===== src/hdl/cmp_pkg.sv =====
/*
 Constants for the analog comparator control block: register offsets,
 field positions, reset values, interrupt modes and AHB-Lite codes.
 Assumes a single 32-bit AHB-Lite slave port with byte-wide registers.
*/
// ==========================================================================
// Package
package cmp_pkg;

   // ==========================================================================
   // Register byte addresses
   localparam logic [7:0] OFS_CTRL_STATUS = 8'h08;
   localparam logic [7:0] OFS_SPECIAL_IO  = 8'h20;
   localparam logic [7:0] OFS_IRQ_STATUS  = 8'h30;
   localparam logic [7:0] OFS_IRQ_MASK    = 8'h34;

   // ==========================================================================
   // Fields of comparator_ctrl_status
   localparam int unsigned BIT_POWER_OFF = 7;
   localparam int unsigned BIT_BANDGAP   = 6;
   localparam int unsigned BIT_SYNC_OUT  = 5;
   localparam int unsigned BIT_IRQ_FLAG  = 4;
   localparam int unsigned BIT_IRQ_EN    = 3;
   localparam int unsigned BIT_CAPTURE   = 2;
   localparam int unsigned BIT_MODE_HI   = 1;
   localparam int unsigned BIT_MODE_LO   = 0;

   // ==========================================================================
   // Fields of special_function_io
   localparam int unsigned BIT_MUX_EN    = 3;
   localparam logic [7:0]  SFIO_RW_MASK  = 8'h8f;

   // ==========================================================================
   // Interrupt status and mask layout
   localparam int unsigned IRQ_WIDTH      = 2;
   localparam int unsigned IRQ_BIT_EVENT  = 0;
   localparam int unsigned IRQ_BIT_TOGGLE = 1;

   // ==========================================================================
   // Reset values
   localparam logic [7:0]           RST_CTRL = 8'h00;
   localparam logic [7:0]           RST_SFIO = 8'h00;
   localparam logic [IRQ_WIDTH-1:0] RST_IRQ  = 2'h0;

   // ==========================================================================
   // AHB-Lite transfer codes
   localparam logic [1:0] HTRANS_NONSEQ = 2'h2;
   localparam logic [1:0] HTRANS_SEQ    = 2'h3;
   localparam logic [1:0] HRESP_OKAY    = 2'h0;

   // ==========================================================================
   // Interrupt modes
   typedef enum logic [1:0] {
      MODE_TOGGLE   = 2'h0,
      MODE_RESERVED = 2'h1,
      MODE_FALL     = 2'h2,
      MODE_RISE     = 2'h3
   } irq_mode_t;

endpackage : cmp_pkg


===== src/hdl/analog_comparator_control.sv =====
/*
 Digital control around an on-chip analog comparator: input selection,
 output synchroniser, edge detection, interrupt flag, capture routing and
 an AHB-Lite register slave.
 Assumes the raw comparator result is asynchronous to hclk, and that the
 converter enable, channel field, global enable and vector acknowledge
 come from logic on hclk.
*/
// Register access over AHB-Lite is this design's own decision.
`timescale 1ns/1ps

module analog_comparator_control
   import cmp_pkg::*;
(
   input  wire logic        hclk,
   input  wire logic        hresetn,
   input  wire logic        hsel,
   input  wire logic [31:0] haddr,
   input  wire logic [1:0]  htrans,
   input  wire logic        hwrite,
   input  wire logic [2:0]  hsize,
   input  wire logic [31:0] hwdata,
   input  wire logic        hready,
   output logic             hreadyout,
   output logic [31:0]      hrdata,
   output logic [1:0]       hresp,
   input  wire logic        cmp_raw,
   input  wire logic        converter_enable,
   input  wire logic [2:0]  converter_channel_select,
   input  wire logic        global_irq_enable,
   input  wire logic        irq_vector_ack,
   output logic             bandgap_positive_select,
   output logic             neg_from_channel,
   output logic [2:0]       neg_channel,
   output logic             cmp_power_off,
   output logic             capture_trigger,
   output logic             cmp_irq_req,
   output logic             irq
);

   // ==========================================================================
   // State
   typedef struct packed {
      logic                 sync1;
      logic                 sync2;
      logic                 prev;
      logic [7:0]           ctrl;
      logic [7:0]           sfio;
      logic [IRQ_WIDTH-1:0] irq_status;
      logic [IRQ_WIDTH-1:0] irq_mask;
      logic                 dp_write;
      logic                 dp_read;
      logic                 dp_wait;
      logic [7:0]           dp_addr;
      logic [31:0]          rdata;
   } state_t;

   localparam state_t STATE_RESET = '{
      sync1:      1'b0,
      sync2:      1'b0,
      prev:       1'b0,
      ctrl:       RST_CTRL,
      sfio:       RST_SFIO,
      irq_status: RST_IRQ,
      irq_mask:   RST_IRQ,
      dp_write:   1'b0,
      dp_read:    1'b0,
      dp_wait:    1'b0,
      dp_addr:    8'h00,
      rdata:      32'h0000_0000
   };

   state_t st_q;
   state_t st_d;

   // ==========================================================================
   // Field views
   logic fld_power_off;
   logic fld_bandgap;
   logic fld_irq_en;
   logic fld_capture;
   logic fld_flag;
   logic fld_mux_en;

   assign fld_power_off = st_q.ctrl[BIT_POWER_OFF];
   assign fld_bandgap   = st_q.ctrl[BIT_BANDGAP];
   assign fld_irq_en    = st_q.ctrl[BIT_IRQ_EN];
   assign fld_capture   = st_q.ctrl[BIT_CAPTURE];
   assign fld_flag      = st_q.ctrl[BIT_IRQ_FLAG];
   assign fld_mux_en    = st_q.sfio[BIT_MUX_EN];

   // ==========================================================================
   // Register read view
   function automatic logic [31:0] read_view(input logic [7:0] addr, input state_t s);
      logic [31:0] v;
      v = 32'h0000_0000;
      case (addr)
         OFS_CTRL_STATUS: begin
            v[7:0]         = s.ctrl;
            v[BIT_SYNC_OUT] = s.sync2;
         end
         OFS_SPECIAL_IO: begin
            v[7:0] = s.sfio & SFIO_RW_MASK;
         end
         OFS_IRQ_STATUS: begin
            v[IRQ_WIDTH-1:0] = s.irq_status;
         end
         OFS_IRQ_MASK: begin
            v[IRQ_WIDTH-1:0] = s.irq_mask;
         end
         default: begin
            v = 32'h0000_0000;
         end
      endcase
      return v;
   endfunction : read_view

   // ==========================================================================
   // Helpers
   // A register is written in its data phase, when hwdata stands
   function automatic logic reg_hit(input logic wr, input logic [7:0] addr, input logic [7:0] ofs);
      logic hit;
      hit = wr && (addr == ofs);
      return hit;
   endfunction : reg_hit

   // Set wins over a same-cycle clear, so an event is never lost
   function automatic logic sticky_next(input logic set, input logic q, input logic clr);
      logic nxt;
      nxt = set || (q && !clr);
      return nxt;
   endfunction : sticky_next

   // Only the writable control bits move; output and flag are handled apart
   function automatic logic [7:0] ctrl_write(input logic [7:0] old, input logic [7:0] wdata);
      logic [7:0] c;
      c                = old;
      c[BIT_POWER_OFF] = wdata[BIT_POWER_OFF];
      c[BIT_BANDGAP]   = wdata[BIT_BANDGAP];
      c[BIT_IRQ_EN]    = wdata[BIT_IRQ_EN];
      c[BIT_CAPTURE]   = wdata[BIT_CAPTURE];
      c[BIT_MODE_HI]   = wdata[BIT_MODE_HI];
      c[BIT_MODE_LO]   = wdata[BIT_MODE_LO];
      return c;
   endfunction : ctrl_write

   // Upper address bits must be zero; anything else decodes to no register
   function automatic logic [7:0] map_addr(input logic [31:0] a);
      logic [7:0] m;
      m = a[7:0];
      if (a[31:8] != 24'h00_0000) begin
         m = 8'hff;
      end
      return m;
   endfunction : map_addr

   // ==========================================================================
   // Next state
   logic      addr_take;
   logic      ev_rise;
   logic      ev_fall;
   logic      ev_toggle;
   logic      ev_mode;
   logic      wr_ctrl;
   logic      wr_sfio;
   logic      wr_status;
   logic      wr_mask;
   logic      clr_flag;
   irq_mode_t mode;

   always_comb begin
      st_d      = st_q;
      addr_take = hsel && hready && (htrans == HTRANS_NONSEQ || htrans == HTRANS_SEQ);

      // ==========================================================================
      // Synchroniser and edge detect
      // Only the second stage reads the first; everything else sees sync2
      st_d.sync1 = cmp_raw;
      st_d.sync2 = st_q.sync1;
      st_d.prev  = st_q.sync2;

      ev_rise   = st_q.sync2 && !st_q.prev;
      ev_fall   = !st_q.sync2 && st_q.prev;
      ev_toggle = st_q.sync2 ^ st_q.prev;

      mode = irq_mode_t'({st_q.ctrl[BIT_MODE_HI], st_q.ctrl[BIT_MODE_LO]});
      case (mode)
         MODE_TOGGLE: begin
            ev_mode = ev_toggle;
         end
         MODE_FALL: begin
            ev_mode = ev_fall;
         end
         MODE_RISE: begin
            ev_mode = ev_rise;
         end
         default: begin
            ev_mode = 1'b0;
         end
      endcase

      // ==========================================================================
      // Register writes
      // Writes land in the data phase, with hwdata
      wr_ctrl   = reg_hit(st_q.dp_write, st_q.dp_addr, OFS_CTRL_STATUS);
      wr_sfio   = reg_hit(st_q.dp_write, st_q.dp_addr, OFS_SPECIAL_IO);
      wr_status = reg_hit(st_q.dp_write, st_q.dp_addr, OFS_IRQ_STATUS);
      wr_mask   = reg_hit(st_q.dp_write, st_q.dp_addr, OFS_IRQ_MASK);

      if (wr_ctrl) begin
         st_d.ctrl = ctrl_write(st_q.ctrl, hwdata[7:0]);
      end
      // The output bit lives in sync2; the stored copy stays zero
      st_d.ctrl[BIT_SYNC_OUT] = 1'b0;

      if (wr_sfio) begin
         st_d.sfio = hwdata[7:0] & SFIO_RW_MASK;
      end

      if (wr_mask) begin
         st_d.irq_mask = hwdata[IRQ_WIDTH-1:0];
      end

      // ==========================================================================
      // Interrupt flags
      // A new event in the clearing cycle keeps the flag set
      clr_flag = irq_vector_ack || (wr_ctrl && hwdata[BIT_IRQ_FLAG]);
      st_d.ctrl[BIT_IRQ_FLAG] = sticky_next(ev_mode, st_q.ctrl[BIT_IRQ_FLAG], clr_flag);
      st_d.irq_status[IRQ_BIT_EVENT]  = sticky_next(ev_mode, st_q.irq_status[IRQ_BIT_EVENT],
                                                    wr_status && hwdata[IRQ_BIT_EVENT]);
      st_d.irq_status[IRQ_BIT_TOGGLE] = sticky_next(ev_toggle, st_q.irq_status[IRQ_BIT_TOGGLE],
                                                    wr_status && hwdata[IRQ_BIT_TOGGLE]);

      // ==========================================================================
      // Bus data phase
      // Reads take one wait state so that a write just before is seen
      // Trade-off: one stall per read buys a registered hrdata
      if (st_q.dp_wait) begin
         st_d.rdata   = read_view(st_q.dp_addr, st_q);
         st_d.dp_wait = 1'b0;
      end
      if (hready) begin
         st_d.dp_write = addr_take && hwrite;
         st_d.dp_read  = addr_take && !hwrite;
         st_d.dp_wait  = addr_take && !hwrite;
         if (addr_take) begin
            st_d.dp_addr = map_addr(haddr);
         end
      end
   end

   // ==========================================================================
   // Registers
   always_ff @(posedge hclk or negedge hresetn) begin
      if (!hresetn) begin
         st_q <= STATE_RESET;
      end else begin
         st_q <= st_d;
      end
   end

   // ==========================================================================
   // Outputs
   // Only reads stall; writes finish with no wait state
   assign hreadyout = !st_q.dp_wait;
   assign hrdata    = st_q.rdata;
   // Unmapped addresses read zero, so no error response is needed
   assign hresp     = HRESP_OKAY;

   // ==========================================================================
   // Analog selection
   // The result is not forced low while off; it follows the core
   assign cmp_power_off           = fld_power_off;
   assign bandgap_positive_select = fld_bandgap;

   // Converter owns the shared pins while it is on
   assign neg_from_channel = fld_mux_en && !converter_enable;
   assign neg_channel      = neg_from_channel ? converter_channel_select : 3'h0;

   // Synchronised output, so the timer never sees a metastable level
   assign capture_trigger = fld_capture && st_q.sync2;

   // ==========================================================================
   // Interrupts
   assign cmp_irq_req = fld_flag && fld_irq_en && global_irq_enable;
   // Level output; software clears the cause to drop it
   assign irq         = |(st_q.irq_status & st_q.irq_mask);

endmodule : analog_comparator_control


===== config.mk =====
export PLATFORM = sky130hd
export DESIGN_NAME = analog_comparator_control
export DESIGN_NICKNAME = d
export VERILOG_FILES = /design/src/hdl/cmp_pkg.sv /design/src/hdl/analog_comparator_control.sv
export SDC_FILE = /design/constraint.sdc
export NUM_CORES = 1
export LEC_CHECK = 0
export BUFFER_PORTS_ARGS = -buffer_cell sky130_fd_sc_hd__buf_2
export CAP_MARGIN = 20
export CORE_MARGIN = 3
export CORE_UTILIZATION = 40
export CTS_CLUSTER_DIAMETER = 60
export DETAILED_ROUTE_END_ITERATION = 10
export PLACE_DENSITY = 0.75
export SYNTH_ARGS = -nofsm -noshare
export SYNTH_HDL_FRONTEND = slang
export SYNTH_SLANG_ARGS = --single-unit

===== constraint.sdc =====
create_clock -name hclk -period 5.6 [get_ports hclk]
set_input_delay 0 -clock hclk [delete_from_list [all_inputs] [get_ports hclk]]
set_output_delay 0 -clock hclk [all_outputs]
set_load 0.1 [all_outputs]

==> results.ini, run 1 <==
[setup_path]
worst_setup_path_start_kind = flip-flop
crit_type = flip-flop to flip-flop
crit_fanout = 10
cp.arrival_ns = 2.15
endpoint_kind = flip-flop
cp.required_ns = 5.78

[finish]
final_cells = 342
syn_to_final_growth_pct = 26.9
drive_gt1_share_pct = 35.4
fill_cells = 447
n_antenna_cell = 0
nets = 359

[timing]
worst-slew-pin-transition_ns = 0.811
grt_setup_unrepaired = no
worst_hold_slack_ns = 0.0387
slew_violations = 0
min_period_over_period_pct = 35.2
slew_headroom_pct = 45.9
finalSetupTns_ns = 0
skew_ns = 0.00795
hold_viol_final = 0
fmax_mhz = 508
setup_violations = 0
final.min_clock_period_ns = 1.97

[drt]
routed_wirelength_um = 4330
ant_nets = 0
dr.pass1.iters = 4
viasPerCell = 4.54
drc = 0
drt-wirelength-per-cell_um = 12.7
vias = 1551
drtIter0Drc = 71

[floorplanning]
dieArea_sq_um = 5840
die_w_um = 76.4
core-area_sq_um = 4560
ios = 125
rows = 24
start_util_pct = 43.4
die_h_um = 76.4

[cts]
cts_tree = done
root_buffer = clkbuf_8
htreeDepth = 2
post_cts_buffers = 0
cts_buffers = 5
clock_latency_ns = 0.30
cts_max_path_buffers = 2
path_clk_slew_ns = 0.07
numClockSinks = 37
hold_buffers = 19
cts_repair_resize_count = 0

[hold_path]
hold_path.class = input port to flip-flop

[placement]
dp.cells = 315
place.gp.congestion = 0.832
dpl.hpwl_um = 3110
port_buffers = 69

[job]
drv_cap = 0

[synth]
avgSynthCellArea_sq_um = 10.2
syn_area_sq_um = 1980
yosysWarnings = 0
syn_inst = 194
synthFlopType = dfrtp_1
synth_edf_count = 0
ys_ff_latch = 37
async_flop_share_pct = 100
seq_area_frac_synth_pct = 46.7
synth_cell_type_count = 36

[power_and_ir_drop]
vdd_ir_drop_max_mv = 0.167
leakagePower_nw = 1.27
power_density_nw_per_um2 = 272

[status]
outcome = complete, no violations

[global_routing]
grt_pass1_vias = 1615
grt-ovfl-total = 0
grt_max_degree = 38
antenna_found_initial = 0
grt.total_usage_pct = 15.4
grt_first_pass_wirelength_um = 7160

-- worst max-delay path, cell delays in order (launching register included) --
cell and delay (ns):
dfrtp_1 0.50, or4b_1 0.60, nor2_4 0.27, nand2_2 0.18, mux2_2 0.30
-- layout make-up --
class                      count  area [sq um]  share of cell area (%)
clock buffer                   7          96.3                    3.83
sequential                    37           926                    36.8
timing repair buffer          88           536                    21.3
clock inverter                 1          5.00                   0.199
tap                           65          81.3                    3.23
multi-input combinational    134           835                    33.2
inverter                      10          37.5                    1.49
-- power by group --
part	switching [mW]	internal (mW)	leakage [nW]
combinational	0.156	0.0370	0.793
sequential	0.00801	0.278	0.423
clock	0.0932	0.111	0.0542
-- per-layer routing --
| layer | track usage, % | vias to the layer above | routed length, um |
|---|---|---|---|
| li1 | - | 774 | - |
| met1 | 16.9 | 723 | 1820 |
| met2 | 27.5 | 48 | 2200 |
| met3 | 4.14 | 6 | 236 |
| met4 | 7.25 | 0 | 71 |
| met5 | 0 | - | 0 |
-- final timing paths --
| check | slack (ns) | endpoint | depth (start not counted) | start |
|---|---|---|---|---|
| setup reg to reg | 3.63 | cmp_power_off | 4 | st_q[34] |
| max in group asynchronous | 4.75 | st_q[34] | 2 | hresetn |
| hold / removal | 0.04 | fld_flag | 3 | hwdata[4] |
| hold reg to reg | 0.35 | st_d[63] | 0 | st_d[64] |
| min in group asynchronous | 0.33 | st_q[46] | 2 | hresetn |
| setup / recovery | 3.63 | cmp_power_off | 4 | st_q[34] |
-- cells in the mapped netlist, types with 4 or more instances --
master | count | area, sq um
and2_1 | 4 | 25.0
nor2_1 | 25 | 93.8
mux2_2 | 9 | 101
a22oi_1 | 4 | 30.0
mux2_4 | 5 | 75.1
and3_1 | 4 | 25.0
dfrtp_1 | 37 | 926
o21ai_0 | 6 | 30.0
inv_1 | 9 | 33.8
a21oi_1 | 11 | 55.1
buf_4 | 34 | 255
nand2_1 | 5 | 18.8
nor4_1 | 8 | 50.1
nand3_1 | 6 | 30.0
-- cell families after synthesis --
group	after synthesis	share of synthesized area [%]
compound gates	29	9.21
fa+ha+maj	2	1.26
buf+inv	48	16.0
flops	37	46.7
mux	15	9.40
other cells	1	0.189
simple gates	62	17.3
-- registers in the layout (all words and copies together), names as in the netlist --
signal and cells:
st_q 19, hrdata 8, mode 2, st_d 2, bandgap_positive_select 1, cmp_power_off 1, fld_capture 1, fld_flag 1
fld_irq_en 1, fld_mux_en 1
-- cell usage in the layout, fill, tap and decap left out, types with 2 or more instances in the layout --
cell type and n:
dfrtp_1 37, a21oi_1 11, mux2_2 9, a22oi_1 4
nor2_1 25, nor4_1 8, conb_1 26, buf_2 69
mux2_4 5, ha_1 2, a21o_1 2, nand2_1 5
and2_1 4, o21ai_0 6, dlygate4sd3_1 19, and3_1 4
a221oi_1 3, inv_1 9, clkbuf_8 7, nand3_1 6
-- through the flow --
step	setup slack, ns	cell area (sq um)	power [mW]	util (%)
6_report	3.63	2520	0.684	55.1
5_1_grt	3.52	2520	0.710	55.1
4_1_cts	3.61	2520	0.691	55.1
3_5_place_dp	3.62	2220	0.474	48.7
3_3_place_gp	3.67	2220	0.473	48.7
2_1_floorplan	2.92	2080	0.459	-
Note: power is estimated with default switching activity, not from simulation.
==> inputs of run 2 (changes only) <==
==> constraint.sdc (replaced) <==
create_clock -name hclk -period 2.1 [get_ports hclk]
set_input_delay 0 -clock hclk [delete_from_list [all_inputs] [get_ports hclk]]
set_output_delay 0 -clock hclk [all_outputs]
set_load 0.1 [all_outputs]
==> run 2 against run 1 <==
Compared with the run above: worst hold slack improved by 0.0074 ns; wire length decreased by 2.0%; first-iteration DRC count decreased by 9.9%; maximum frequency increased by 2.1%; design area increased by 1.3%; critical path depth unchanged; sequential share of layout area decreased by 0.49 points; die area unchanged; register-to-register slack got worse by 3.5 ns.
==> results.ini, run 2 (synthesis results as in run 1) <==
[timing]
timing.final.ws_setup_ns = 0.170  ; -3.46 ns
slew_violations = 0  ; unchanged
worst-slew-pin-transition_ns = 0.795  ; -0.0168 ns
skew_ns = 0.00859  ; +0.000634 ns
finalSetupTns_ns = 0  ; unchanged
final.min_clock_period_ns = 1.93  ; -0.0402 ns
fmax_mhz = 518  ; +2.1%
grt_setup_unrepaired = no
setup_violations = 0  ; unchanged
min_period_over_period_pct = 91.9  ; +57 points
slew_headroom_pct = 47.0  ; +1.1 points
hold_viol_final = 0  ; unchanged

[job]
drv_cap = 0  ; unchanged

[power_and_ir_drop]
p_sw_uw = 684  ; +170%
power_density_nw_per_um2 = 714  ; +160%
p_seq_share_pct = 42.0  ; about the same
clockPowerShare_pct = 29.8  ; about the same
p_int_mw = 1.14  ; +170%
vdd_ir_drop_max_mv = 0.556  ; +230%
swShare_pct = 37.6  ; -0.091 points
combPwrFrac_pct = 28.2  ; about the same
leakagePower_nw = 1.29  ; +1.7%

[finish]
top_register = st_q
largest_reg_flops = 19  ; unchanged
nets = 363  ; +1.1%
syn_to_final_growth_pct = 28.6
n_antenna_cell = 0  ; unchanged
final_cells = 346  ; +1.2%
final_area_sq_um = 2550  ; +1.3%
final_cell_mix = buf_2 (69), dfrtp_1 (37), conb_1 (26)
final_common_cell = buf_2
utilization_pct = 55.9  ; +0.74 points
drive_gt1_share_pct = 37.0  ; +1.6 points

[cts]
clock_latency_ns = 0.29  ; about the same
path_clk_slew_ns = 0.07  ; about the same
cts_max_path_buffers = 2  ; unchanged
htreeDepth = 2  ; unchanged
cts_tree = done
post_cts_buffers = 0  ; unchanged
numClockSinks = 37  ; unchanged
root_buffer = clkbuf_8
cts_repair_resize_count = 0  ; unchanged
cts_buffers = 5  ; unchanged

[placement]
post_dp_cell_area_sq_um = 2260  ; +1.5%
dp_slack_ns = 0.172  ; -3.45 ns
place.gp.congestion = 0.857  ; +3.0%
dpl.hpwl_um = 3180  ; +2.2%
port_buffers = 69  ; unchanged
dp.cells = 319  ; +1.3%

[setup_path]
crit_type = flip-flop to flip-flop
r2r-start = st_q[33]
endpoint_kind = flip-flop
crit_fanout = 5  ; -5
cp.arrival_ns = 2.10  ; -0.05 ns
cp-startpoint = st_q[33]
r2r_slack_ns = 0.17  ; -3.46 ns
cp.required_ns = 2.27  ; -3.51 ns
worst_setup_path_start_kind = flip-flop

[hold_path]
hold_path.class = input port to flip-flop
hold_start = hwdata[4]

[floorplanning]
start_util_pct = 43.4  ; unchanged
die_w_um = 76.4  ; unchanged
core-area_sq_um = 4560  ; unchanged
rows = 24  ; unchanged
ios = 125  ; unchanged
die_h_um = 76.4  ; unchanged
dieArea_sq_um = 5840  ; unchanged

[drt]
viasPerCell = 4.53  ; about the same
drtIter0Drc = 64  ; -9.9%
ant_nets = 0  ; unchanged
routed_wirelength_um = 4240  ; -2.0%
drt-wirelength-per-cell_um = 12.3  ; -3.1%
dr.pass1.iters = 4  ; unchanged
drc = 0  ; unchanged
vias = 1568  ; +1.1%

[global_routing]
grt_first_pass_wirelength_um = 7010  ; -2.0%
grt.total_usage_pct = 15.1  ; -0.32 points
antenna_found_initial = 0  ; unchanged
grt_pass1_vias = 1509  ; -6.6%
grt-ovfl-total = 0  ; unchanged
grt_max_degree = 38  ; unchanged

[status]
outcome = complete, no violations

## run 2: cell count changes in the layout (fill, tap and decap cells not counted)
cell | previous run | this run
buf_4 | 0 | 4
clkinv_1 | 1 | 0
clkinv_2 | 1 | 2
nor2b_1 | 1 | 0
nor2b_2 | 0 | 1
## run 2: stage by stage
step | power, mW | hold slack (ns)
6_report | 1.82 | 0.0462
5_1_grt | 1.90 | 0.0518
4_1_cts | 1.84 | 0.00280
3_5_place_dp | 1.27 | 0.112
3_3_place_gp | 1.26 | 0.110
2_1_floorplan | 1.22 | -0.296
## run 2: area by class of cell
class | count | area [sq um]
Clock buffer | 7 | 96.3
Clock inverter | 1 | 5.00
Fill cell | 440 | 2010
Inverter | 10 | 38.8
Multi-Input combinational cell | 134 | 837
Sequential cell | 37 | 926
Tap cell | 65 | 81.3
Timing Repair Buffer | 92 | 566
## run 2: worst paths after layout
kind	depth (start not counted)	endpoint
min in group asynchronous	2	hrdata[0]
max	4	st_q[54]
max reg2reg	4	st_q[54]
min reg2reg	0	st_d[63]
min	3	fld_flag
max in group asynchronous	2	st_d[64]
## run 2: power by group through the flow
stage | registers (mW) | logic (mW) | clock network, mW
6_report | 0.764 | 0.514 | 0.543
5_1_grt | 0.768 | 0.538 | 0.595
4_1_cts | 0.764 | 0.514 | 0.560
3_5_place_dp | 0.778 | 0.488 | 0
3_3_place_gp | 0.777 | 0.485 | 0
2_1_floorplan | 0.785 | 0.438 | 0
## run 2: what timing repair did
item,CTS,global route
endpoints found under the hold margin,59,1
setup endpoints to repair,0,0
hold buffers,18,1
## run 2: worst max-delay path, stage by stage (launching register included)
cell and delay, ns:
dfrtp_1 0.38, or4_4 0.60, nor4_4 0.37, nand2_4 0.14, mux2_4 0.31
## run 2: metal layers
metal | track usage, % | wire, um | vias to the layer above
li1 | - | - | 780
met1 | 18.1 | 1790 | 730
met2 | 25.2 | 2100 | 48
met3 | 4.85 | 255 | 10
met4 | 5.43 | 92 | 0
met5 | 0 | 0 | -
==> inputs of run 3 (changes only) <==
--- a/config.mk
+++ b/config.mk
@@ -11,7 +11,9 @@
 export CORE_UTILIZATION = 40
 export CTS_CLUSTER_DIAMETER = 60
 export DETAILED_ROUTE_END_ITERATION = 10
+export HOLD_SLACK_MARGIN = 0.15
 export PLACE_DENSITY = 0.75
 export SYNTH_ARGS = -nofsm -noshare
 export SYNTH_HDL_FRONTEND = slang
 export SYNTH_SLANG_ARGS = --single-unit
+export TNS_END_PERCENT = 100
==> run 3 against run 2 <==
Compared with the run above: worst hold slack improved by 0.13 ns; non-clock buffer count is 2 higher; clock power is essentially flat; wire length increased by 0.82%; core utilization rose by 0.44 points; first-iteration DRC count is 22% lower; global-route usage up 0.10 points; via count up 0.89%; critical endpoint unchanged; largest power group unchanged; clock skew up 0.00056 ns; die area stayed put; clock-buffer cell count is the same; register-to-register slack about the same.
==> results.ini, run 3 (synthesis results as in run 1) <==
[timing]
setup_violations = 0  ; unchanged
skew_ns = 0.00914  ; +0.000555 ns
timing.final.ws_setup_ns = 0.170  ; +0.000194 ns
slew_headroom_pct = 46.8  ; -0.19 points
grt_setup_unrepaired = no
final.min_clock_period_ns = 1.93  ; -0.000194 ns
slew_violations = 0  ; unchanged
finalSetupTns_ns = 0  ; unchanged
fmax_mhz = 518  ; about the same
worst-slew-pin-transition_ns = 0.798  ; +0.00291 ns
min_period_over_period_pct = 91.9  ; about the same
hold_viol_final = 0  ; unchanged

[placement]
port_buffers = 69  ; unchanged
dp_slack_ns = 0.172  ; unchanged
dpl.hpwl_um = 3180  ; unchanged
place.gp.congestion = 0.857  ; unchanged
post_dp_cell_area_sq_um = 2260  ; unchanged

[status]
outcome = complete, no violations

[power_and_ir_drop]
leakagePower_nw = 1.30  ; +0.86%
p_total_mw = 1.82  ; about the same
vdd_ir_drop_max_mv = 0.562  ; +1.2%
power_density_nw_per_um2 = 709  ; -0.73%

[cts]
cts_buffers = 5  ; unchanged
path_clk_slew_ns = 0.07  ; about the same
cts_repair_resize_count = 0  ; unchanged
cts_max_path_buffers = 2  ; unchanged
cts_tree = done
htreeDepth = 2  ; unchanged
post_cts_buffers = 0  ; unchanged
clock_latency_ns = 0.29  ; about the same
root_buffer = clkbuf_8
numClockSinks = 37  ; unchanged

[finish]
drive_gt1_share_pct = 36.7  ; -0.26 points
nets = 365  ; +0.55%
top_register = st_q
fill_cells = 438  ; -0.45%
syn_to_final_growth_pct = 29.6
largest_reg_flops = 19  ; unchanged
final_area_sq_um = 2570  ; +0.78%
final_cell_mix = buf_2 (69), dfrtp_1 (37), conb_1 (26)
n_antenna_cell = 0  ; unchanged
final_common_cell = buf_2

[drt]
routed_wirelength_um = 4280  ; +0.82%
met1_length_um = 1790  ; about the same
dr.pass1.iters = 4  ; unchanged
drc = 0  ; unchanged
drtIter0Drc = 50  ; -22%
viasPerCell = 4.55  ; +0.31%
vias = 1582  ; +0.89%
ant_nets = 0  ; unchanged
top_layer = met4
met3_length_um = 252  ; -1.2%
wl_met2_um = 2150  ; +2.1%
drt-wirelength-per-cell_um = 12.3  ; +0.25%

[floorplanning]
die_w_um = 76.4  ; unchanged
dieArea_sq_um = 5840  ; unchanged
start_util_pct = 43.4  ; unchanged
rows = 24  ; unchanged
die_h_um = 76.4  ; unchanged
ios = 125  ; unchanged
core-area_sq_um = 4560  ; unchanged

[setup_path]
endpoint_kind = flip-flop
crit_fanout = 5  ; unchanged
critical-path-max-stage-delay_ns = 0.60  ; about the same
path_cells = or4_4 > nor4_4 > nand2_4 > mux2_4
timing.critical_path.buf_inv = 0  ; unchanged
cp.required_ns = 2.27  ; about the same
worst_setup_path_start_kind = flip-flop
cp_top_family = simple AND/OR/NAND/NOR gates
cp.arrival_ns = 2.10  ; about the same
cpMaxStageDelayCell = or4_4
crit_type = flip-flop to flip-flop

[global_routing]
grt_pass1_vias = 1520  ; +0.73%
antenna_found_initial = 0  ; unchanged
grt-ovfl-total = 0  ; unchanged
grt.total_usage_pct = 15.2  ; +0.10 points
grt_first_pass_wirelength_um = 7070  ; +0.78%
grt_max_degree = 38  ; unchanged

[job]
drv_cap = 0  ; unchanged

[hold_path]
hold_path.class = input port to flip-flop

-- run 3: cell count changes in the layout (fill, tap and decap cells not counted) --
cell and change:
dlygate4sd3_1 +2
-- run 3: final timing paths --
check | start | end | slack [ns] | cells after the start
setup / recovery | st_q[33] | st_q[54] | 0.17 | 4
hold / removal | haddr[19] | st_q[33] | 0.17 | 5
setup reg to reg | st_q[33] | st_q[54] | 0.17 | 4
hold reg to reg | st_d[64] | st_d[63] | 0.35 | 0
max in group asynchronous | hresetn | st_d[64] | 1.25 | 2
min in group asynchronous | hresetn | hrdata[0] | 0.34 | 2
-- run 3: worst register-to-register path: cells and delay by family, from the launching register on --
| kind | cells | cell delay, ns |
|---|---|---|
| muxes | 1 | 0.32 |
| DFF | 1 | 0.38 |
| and+or+nand+nor | 3 | 1.11 |
-- run 3: power breakdown --
group	internal (mW)	switching, mW	leakage [nW]	total (mW)
registers	0.742	0.0224	0.423	0.764
clock network	0.296	0.245	0.0542	0.542
logic	0.100	0.416	0.827	0.516
-- run 3: cell type report --
type | count | area [sq um] | area share, %
multi-input cells | 134 | 837 | 32.6
clock inverters | 1 | 5.00 | 0.195
well taps | 65 | 81.3 | 3.16
flip-flops and latches | 37 | 926 | 36.0
repair buffers | 94 | 586 | 22.8
inverters | 10 | 38.8 | 1.51
clock buffers | 7 | 96.3 | 3.75
-- run 3: routing by layer --
metal,vias to the layer above,global-route usage (%)
li1,787,-
met1,735,18.1
met2,51,25.5
met3,9,4.96
met4,0,5.43
met5,-,0
-- run 3: repair_timing --
action,4_1_cts,5_1_grt
hold buffers,21,0
endpoints found under the setup margin,0,0
endpoints found under the hold margin,64,0
-- run 3: metrics by stage --
step                util [%]  std cells  hold slack [ns]
global placement        49.5        319            0.110
CTS                     56.3        348            0.171
finish                  56.3        348            0.173
floorplan                  -        219           -0.296
detailed placement      49.5        319            0.112
global route            56.3        348            0.217
